--- config.mk ---
export PLATFORM = sky130hd
export DESIGN_NAME = ccss_top
export DESIGN_NICKNAME = d
export VERILOG_FILES = /design/src/rtl/ccss_pkg.sv /design/src/rtl/ccss_top.sv
export SDC_FILE = /design/constraint.sdc
export NUM_CORES = 1
export LEC_CHECK = 0
export ABC_AREA = 1
export BUFFER_PORTS_ARGS = -buffer_cell sky130_fd_sc_hd__buf_2
export CAP_MARGIN = 20
export CORE_ASPECT_RATIO = 0.8
export CORE_UTILIZATION = 41
export DETAILED_ROUTE_END_ITERATION = 12
export GPL_ROUTABILITY_DRIVEN = 0
export HOLD_SLACK_MARGIN = 0.03
export PLACE_DENSITY = 0.93
export SLEW_MARGIN = 20
export SYNTH_ARGS = -nofsm -noshare
export SYNTH_HDL_FRONTEND = slang
export SYNTH_SLANG_ARGS = --single-unit
--- constraint.sdc ---
create_clock -name clk_i -period 2 [get_ports clk_i]
set_clock_uncertainty 0.15 [all_clocks]
set_input_delay 0.2 -clock clk_i [delete_from_list [all_inputs] [get_ports clk_i]]
set_output_delay 0.2 -clock clk_i [all_outputs]
set_load 0.02 [all_outputs]
--- src/rtl/ccss_pkg.sv ---
// Notes on behaviour
// - The status event bit always equals the control event flag at bit 9.
// - The status output bit always equals the control output bit at bit 8.
// - Bit 4 high: positive input from internal reference; low: external pin.
// - Bits 1:0 pick the negative input: 11 amp3, 10 amp2, 01 amp1, 00 pin.
// - Control bits 5 and 3:2 are unimplemented: read zero, writes ignored.
// - A selected input that is not bonded out is tied to ground, except in reset, where both inputs route to their external pins.
// - The event flag reads one after a comparator event, zero if none yet.
package ccss_pkg;

   // ---------------------------------------------------------------
   // register map (byte addresses, one 32-bit word each)
   // ---------------------------------------------------------------
   localparam logic [7:0] ADDR_CTRL = 8'h00; // comparator_four_control
   localparam logic [7:0] ADDR_STAT = 8'h04; // comparator_shared_status
   localparam logic [7:0] ADDR_IRQ_STAT = 8'h08; // sticky, read-only
   localparam logic [7:0] ADDR_IRQ_EN = 8'h0C;
   localparam logic [7:0] ADDR_IRQ_CLR = 8'h10; // write-one-to-clear

   // ---------------------------------------------------------------
   // field positions
   // ---------------------------------------------------------------
   localparam int CTRL_EVT_BIT = 9;
   localparam int CTRL_OUT_BIT = 8;
   localparam int CTRL_REF_BIT = 4;
   localparam int CTRL_CH_LSB = 0;
   localparam int STAT_EVT_BIT = 11;
   localparam int STAT_OUT_BIT = 3;
   localparam int IRQ_EVT_BIT = 0;

   // ---------------------------------------------------------------
   // reset values
   // ---------------------------------------------------------------
   localparam logic [1:0] CH_RESET = 2'h0;
   localparam logic REF_RESET = 1'b0;
   localparam logic IRQ_EN_RESET = 1'b0;
   // availability mask: [0] ext pos, [1] ext neg, [2] amp1, [3] amp2,
   // [4] amp3; all bonded out unless a package option says otherwise
   localparam logic [4:0] AVAIL_RESET = 5'h1F;

   // ---------------------------------------------------------------
   // channel codes and routing
   // ---------------------------------------------------------------
   localparam logic [1:0] CH_EXT = 2'h0;
   localparam logic [1:0] CH_AMP1 = 2'h1;
   localparam logic [1:0] CH_AMP2 = 2'h2;
   localparam logic [1:0] CH_AMP3 = 2'h3;

   typedef enum logic [1:0] {
      CCSS_POS_EXT,
      CCSS_POS_REF,
      CCSS_POS_GND
   } ccss_pos_e;

   typedef enum logic [2:0] {
      CCSS_NEG_EXT,
      CCSS_NEG_AMP1,
      CCSS_NEG_AMP2,
      CCSS_NEG_AMP3,
      CCSS_NEG_GND
   } ccss_neg_e;

   typedef struct packed {
      ccss_pos_e pos;
      ccss_neg_e neg;
   } ccss_route_s;

endpackage

--- src/rtl/ccss_top.sv ---
// The implementer's own choices: the placing of the registers and register access over Wishbone.
`timescale 1ns/1ps
module ccss_top #(
   parameter logic [4:0] AVAIL = ccss_pkg::AVAIL_RESET
) (
   input wire logic clk_i,
   input wire logic rst_i,
   input wire logic wb_cyc_i,
   input wire logic wb_stb_i,
   input wire logic wb_we_i,
   input wire logic [7:0] wb_adr_i,
   input wire logic [3:0] wb_sel_i,
   input wire logic [31:0] wb_dat_i,
   output logic [31:0] wb_dat_o,
   output logic wb_ack_o,
   input wire logic cmp_out_i,
   output ccss_pkg::ccss_route_s route_o,
   output logic irq_o
);

   // ---------------------------------------------------------------
   // state
   // ---------------------------------------------------------------
   // out_q is the stage behind the synchroniser; comparing it with sync2_q
   // gives the edge without a separate delay flop
   logic sync1_q, sync2_q, out_q, out_d;
   logic evt_q, evt_d;
   logic ref_q, ref_d;
   logic [1:0] ch_q, ch_d;
   logic irq_stat_q, irq_stat_d;
   logic irq_en_q, irq_en_d;
   logic ack_q, ack_d;
   logic [31:0] rdat_q, rdat_d;
   ccss_pkg::ccss_route_s route_q, route_d;
   logic wr_commit, req, event_hit;
   logic [15:0] ctrl_rd, stat_rd;

   // ---------------------------------------------------------------
   // register read views
   // ---------------------------------------------------------------

   // control word; bits 5, 3:2 and all others not listed stay zero
   function automatic logic [15:0] ctrl_view(input logic evt,
                                             input logic outb,
                                             input logic rsel,
                                             input logic [1:0] ch);
      logic [15:0] v;
      v = 16'h0000;
      v[ccss_pkg::CTRL_EVT_BIT] = evt;
      v[ccss_pkg::CTRL_OUT_BIT] = outb;
      v[ccss_pkg::CTRL_REF_BIT] = rsel;
      v[ccss_pkg::CTRL_CH_LSB +: 2] = ch;
      return v;
   endfunction

   // shared status is built from the very same flops, so it cannot drift
   always_comb begin
      ctrl_rd = ctrl_view(evt_q, out_q, ref_q, ch_q);
      stat_rd = 16'h0000;
      stat_rd[ccss_pkg::STAT_EVT_BIT] = ctrl_rd[ccss_pkg::CTRL_EVT_BIT];
      stat_rd[ccss_pkg::STAT_OUT_BIT] = ctrl_rd[ccss_pkg::CTRL_OUT_BIT];
   end

   // ---------------------------------------------------------------
   // comparator output synchroniser and event detect
   // ---------------------------------------------------------------

   // the analog output is asynchronous; only sync2 feeds logic
   always_ff @(posedge clk_i) begin
      if (rst_i) begin
         sync1_q <= 1'b0;
         sync2_q <= 1'b0;
      end else begin
         sync1_q <= cmp_out_i;
         sync2_q <= sync1_q;
      end
   end

   // an event is any change of the synchronised output
   // both edges count; a software clear landing with an edge loses to it
   assign event_hit = sync2_q ^ out_q;

   // ---------------------------------------------------------------
   // wishbone classic slave
   // ---------------------------------------------------------------

   // ack one cycle after the request, dropped the cycle after; a write
   // commits on the edge where the master sees ack, never earlier
   assign req = wb_cyc_i & wb_stb_i;
   assign wr_commit = req & wb_we_i & ack_q;

   always_comb begin
      ack_d = req & ~ack_q;
      rdat_d = rdat_q;
      if (ack_d) begin
         rdat_d = 32'h0000_0000; // unmapped and write cycles read zero
         if (!wb_we_i) begin
            unique case (wb_adr_i)
               ccss_pkg::ADDR_CTRL: rdat_d = {16'h0000, ctrl_rd};
               ccss_pkg::ADDR_STAT: rdat_d = {16'h0000, stat_rd};
               ccss_pkg::ADDR_IRQ_STAT: rdat_d[ccss_pkg::IRQ_EVT_BIT] =
                  irq_stat_q;
               ccss_pkg::ADDR_IRQ_EN: rdat_d[ccss_pkg::IRQ_EVT_BIT] =
                  irq_en_q;
               default: rdat_d = 32'h0000_0000;
            endcase
         end
      end
   end

   // ---------------------------------------------------------------
   // control, flag and interrupt registers
   // ---------------------------------------------------------------

   // software may only clear the event flag; an event in the same
   // cycle as the clear wins, so no event is ever lost
   always_comb begin
      out_d = sync2_q;
      evt_d = evt_q;
      ref_d = ref_q;
      ch_d = ch_q;
      irq_stat_d = irq_stat_q;
      irq_en_d = irq_en_q;
      if (wr_commit) begin
         unique case (wb_adr_i)
            ccss_pkg::ADDR_CTRL: begin
               if (wb_sel_i[0]) begin
                  ref_d = wb_dat_i[ccss_pkg::CTRL_REF_BIT];
                  ch_d = wb_dat_i[ccss_pkg::CTRL_CH_LSB +: 2];
               end
               if (wb_sel_i[1] && !wb_dat_i[ccss_pkg::CTRL_EVT_BIT]) begin
                  evt_d = 1'b0;
               end
            end
            // mirrors have no storage of their own; writes fall away
            ccss_pkg::ADDR_STAT: evt_d = evt_q;
            ccss_pkg::ADDR_IRQ_EN: begin
               if (wb_sel_i[0]) begin
                  irq_en_d = wb_dat_i[ccss_pkg::IRQ_EVT_BIT];
               end
            end
            ccss_pkg::ADDR_IRQ_CLR: begin
               if (wb_sel_i[0] && wb_dat_i[ccss_pkg::IRQ_EVT_BIT]) begin
                  irq_stat_d = 1'b0;
               end
            end
            default: evt_d = evt_q;
         endcase
      end
      if (event_hit) begin
         evt_d = 1'b1;
         irq_stat_d = 1'b1;
      end
   end

   // ---------------------------------------------------------------
   // input routing
   // ---------------------------------------------------------------

   // registered so the analog switch select never glitches mid-cycle
   // the internal reference is always present, so only the external
   // pins and amplifier taps can fall back to ground
   always_comb begin
      if (ref_q) begin
         route_d.pos = ccss_pkg::CCSS_POS_REF;
      end else if (AVAIL[0]) begin
         route_d.pos = ccss_pkg::CCSS_POS_EXT;
      end else begin
         route_d.pos = ccss_pkg::CCSS_POS_GND;
      end
      unique case (ch_q)
         ccss_pkg::CH_AMP3: route_d.neg = ccss_pkg::CCSS_NEG_AMP3;
         ccss_pkg::CH_AMP2: route_d.neg = ccss_pkg::CCSS_NEG_AMP2;
         ccss_pkg::CH_AMP1: route_d.neg = ccss_pkg::CCSS_NEG_AMP1;
         ccss_pkg::CH_EXT: route_d.neg = ccss_pkg::CCSS_NEG_EXT;
      endcase
      // bits 1..4 of the mask follow the channel code order
      if (!AVAIL[ch_q + 3'h1]) begin
         route_d.neg = ccss_pkg::CCSS_NEG_GND;
      end
   end

   // ---------------------------------------------------------------
   // registers
   // ---------------------------------------------------------------
   // one register bank for all but the synchroniser flops; every next value comes from the blocks above, so
   // reset and hold behaviour live in a single place
   always_ff @(posedge clk_i) begin
      if (rst_i) begin
         out_q <= 1'b0;
         evt_q <= 1'b0;
         ref_q <= ccss_pkg::REF_RESET;
         ch_q <= ccss_pkg::CH_RESET;
         irq_stat_q <= 1'b0;
         irq_en_q <= ccss_pkg::IRQ_EN_RESET;
         ack_q <= 1'b0;
         rdat_q <= 32'h0000_0000;
         route_q <= '{pos: ccss_pkg::CCSS_POS_EXT,
                      neg: ccss_pkg::CCSS_NEG_EXT};
      end else begin
         out_q <= out_d;
         evt_q <= evt_d;
         ref_q <= ref_d;
         ch_q <= ch_d;
         irq_stat_q <= irq_stat_d;
         irq_en_q <= irq_en_d;
         ack_q <= ack_d;
         rdat_q <= rdat_d;
         route_q <= route_d;
      end
   end

   // ---------------------------------------------------------------
   // outputs
   // ---------------------------------------------------------------
   // ack and read data leave straight from flops; irq is the and of two
   // flops, so it carries no combinational glitch
   assign wb_ack_o = ack_q;
   assign wb_dat_o = rdat_q;
   assign route_o = route_q;
   assign irq_o = irq_stat_q & irq_en_q; // level, high while pending and enabled

endmodule

==> results.md <==
* Status: completed
* Yosys top cell area share at 37.4%
* Root Driver: clkbuf_4
* Worst path arrival time at 0.91 ns
* Setup_tns at 0 ns
* Warnings from Yosys at 0
* Via-to-Cell Ratio at 4.01
* Syn avg cell area at 7.43 sq um
* H-tree level count at 1
* Synthesized area at 1070 sq um
* Tmin final at 1.26 ns
* First-pass GRT wire length at 2840 um
* Routed WL at 1810 um
* Count leader, synth: buf_4
* Initial antenna violation count at 0
* WP data required at 1.65 ns
* Drt drc at 0
* Ports at 89
* Fin Hold WS at 0.0601 ns
* EDFF count, synth at 0
* Core area at 2460 sq um
* Total CTS buffers at 3
* Startpoint Class: register
* Via count of the routed design at 867
* Fin. Hold Viols at 0
* Pwr Total at 0.743 mW
* FF-to-FF path depth at 5
* Skew-Pair Late Insertion Delay at 0.29 ns
* Unrepaired setup endpoints after global routing: no
* Worst Hold Class: in -> reg
* DR top layer: met3
* ANT cells at 0
* Final max-slew violation count at 0
* Cells after synthesis at 144
* Synthesis-stage register bit count at 20
* Share of cells above drive strength 1 at 24.4%
* Ys async rst share at 0%
* Max-cap violations at 0
* Port Buf Inserts at 31
* DIE WIDTH at 59.1 um
* CP endpoint kind: output pin
* GRT Util Overall at 13.6%
* Period utilization at 63.1%
* Post_cts resized at 0
* DR WL met2 at 851 um
* LEAKAGE at 0.690 nW
* TritonCTS clock tree: done
* Row Count at 16
* DRT Pass-1 Iters at 6
* Fin nets at 231
* Power Dens Cells at 606 nW/um^2
* Die Ht at 47.7 um
* Clk sinks at 20
* Largest net degree at the start of global routing at 16
* Maximum clock rate at 0.792 GHz
* Wire per inst at 8.38 um
* Maximum vdd drop at 0.000351 V
* Initial DRC count at 20
* Detailed placement HPWL at 1450 um
* Type of the worst setup path: reg -> out
* Post-CTS Setup Bufs at 0
* Routed length on met1 at 805 um
* Hold depth at 3
* Area growth from synthesis to layout at 14.7%
* Vias in the first global route at 713
* Post-synthesis sequential area ratio at 37.4%
* DIE AREA at 2820 sq um
* Met3 wire len at 153 um
* Register clock-pin slew on the reported worst setup and hold paths at 0.10 ns
* Crit-path max FO at 3
* Top post-synthesis cells by area: dfxtp_1 37%, buf_4 19%, inv_1 7.4%
* GRT Residual Overflow at 0
* Count of different cell masters after synthesis at 19
* Leading area contributor after synthesis: dfxtp_1
* Antenna-violating nets left at 0
* Ys flop type: dfxtp_1
* Pre-CTS WS at 0.685 ns
* Top cells by count, synth: 27 x buf_4, 21 x inv_1, 20 x dfxtp_1, 20 x nand2_1, 19 x nor2_1
* Fin worst setup slack at 0.737 ns
* Final setup vio count at 0
* Starting Density at 43.4%
* CTS max path bufs at 2
[registers in the layout (all words and copies together) (netlist names)]
name / count
wb_dat_o: 7
route_o: 3
ch_q: 2
evt_q: 1
irq_en_q: 1
irq_stat_q: 1
out_d: 1
out_q: 1
ref_q: 1
sync1_q: 1
wb_ack_o: 1
[path summary, 6_finish.rpt]
path                                               from                    end  slack, ns
worst max register to register      wb_ack_o$_SDFF_PP0_  irq_en_q$_SDFFE_PP0P_       0.76
worst max-delay path            irq_stat_q$_SDFFE_PP0P_                  irq_o       0.74
worst min register to register       sync1_q$_SDFF_PP0_       out_d$_SDFF_PP0_       0.27
worst min-delay path                        wb_dat_i[0]  irq_en_q$_SDFFE_PP0P_       0.06
[routing by layer]
layer | GRT usage (%) | vias to the layer above
li1 | - | 459
met1 | 16.9 | 374
met2 | 24.1 | 34
met3 | 4.86 | 0
met4 | 1.43 | 0
met5 | 0 | -
[per-stage QoR]
step	util, %	instance area (sq um)	instances
floorplan	-	1170	170
global placement	47.2	1160	209
detailed placement	47.2	1160	209
CTS	49.8	1230	216
global route	49.8	1230	216
finish	49.8	1230	216
[area by class of cell]
cell class,count,area [sq um]
fillers,262,1230
inverters,21,78.8
multi-input cells,101,482
well taps,36,45.0
flip-flops and latches,20,400
clock buffers,4,36.3
repair buffers,34,185
[power breakdown]
group          switching (mW)  internal, mW  leakage, nW
registers             0.00364         0.404        0.162
clock network           0.115         0.111       0.0210
logic                  0.0816        0.0280        0.507
total                   0.200         0.543        0.690
[worst max-delay path: stages, from the launching register on]
cell,delay [ns]
dfxtp_1,0.37
nand2_1,0.06
inv_1,0.04
buf_2,0.15
[cell families after synthesis]
kind of cell	Yosys count	synth area share, %
compound gates	15	7.37
simple gates	58	27.4
flops	20	37.4
buf+inv	49	26.7
xor+xnor	1	0.819
other cells	1	0.351
[timing repair]
action,4_1_cts,5_1_grt
endpoints found under the setup margin,0,0
hold buffers,3,0
hold endpoints to repair,3,0
[layout by cell type, fill, tap and decap left out]
cell type	instances
xnor2_1	1
nand3_1	8
buf_2	31
nor2_8	1
nor2_1	19
dlygate4sd3_1	3
inv_1	21
nand4_1	3
dfxtp_1	20
clkbuf_4	3
nand3_2	1
conb_1	27
nand2_1	20
nor2_2	1
clkbuf_8	1
nand2_4	2
o21ai_1	4
a21oi_2	1
nor3_4	1
nand2_2	2
a21oi_1	10
Power figures use the tool's default switching activity.
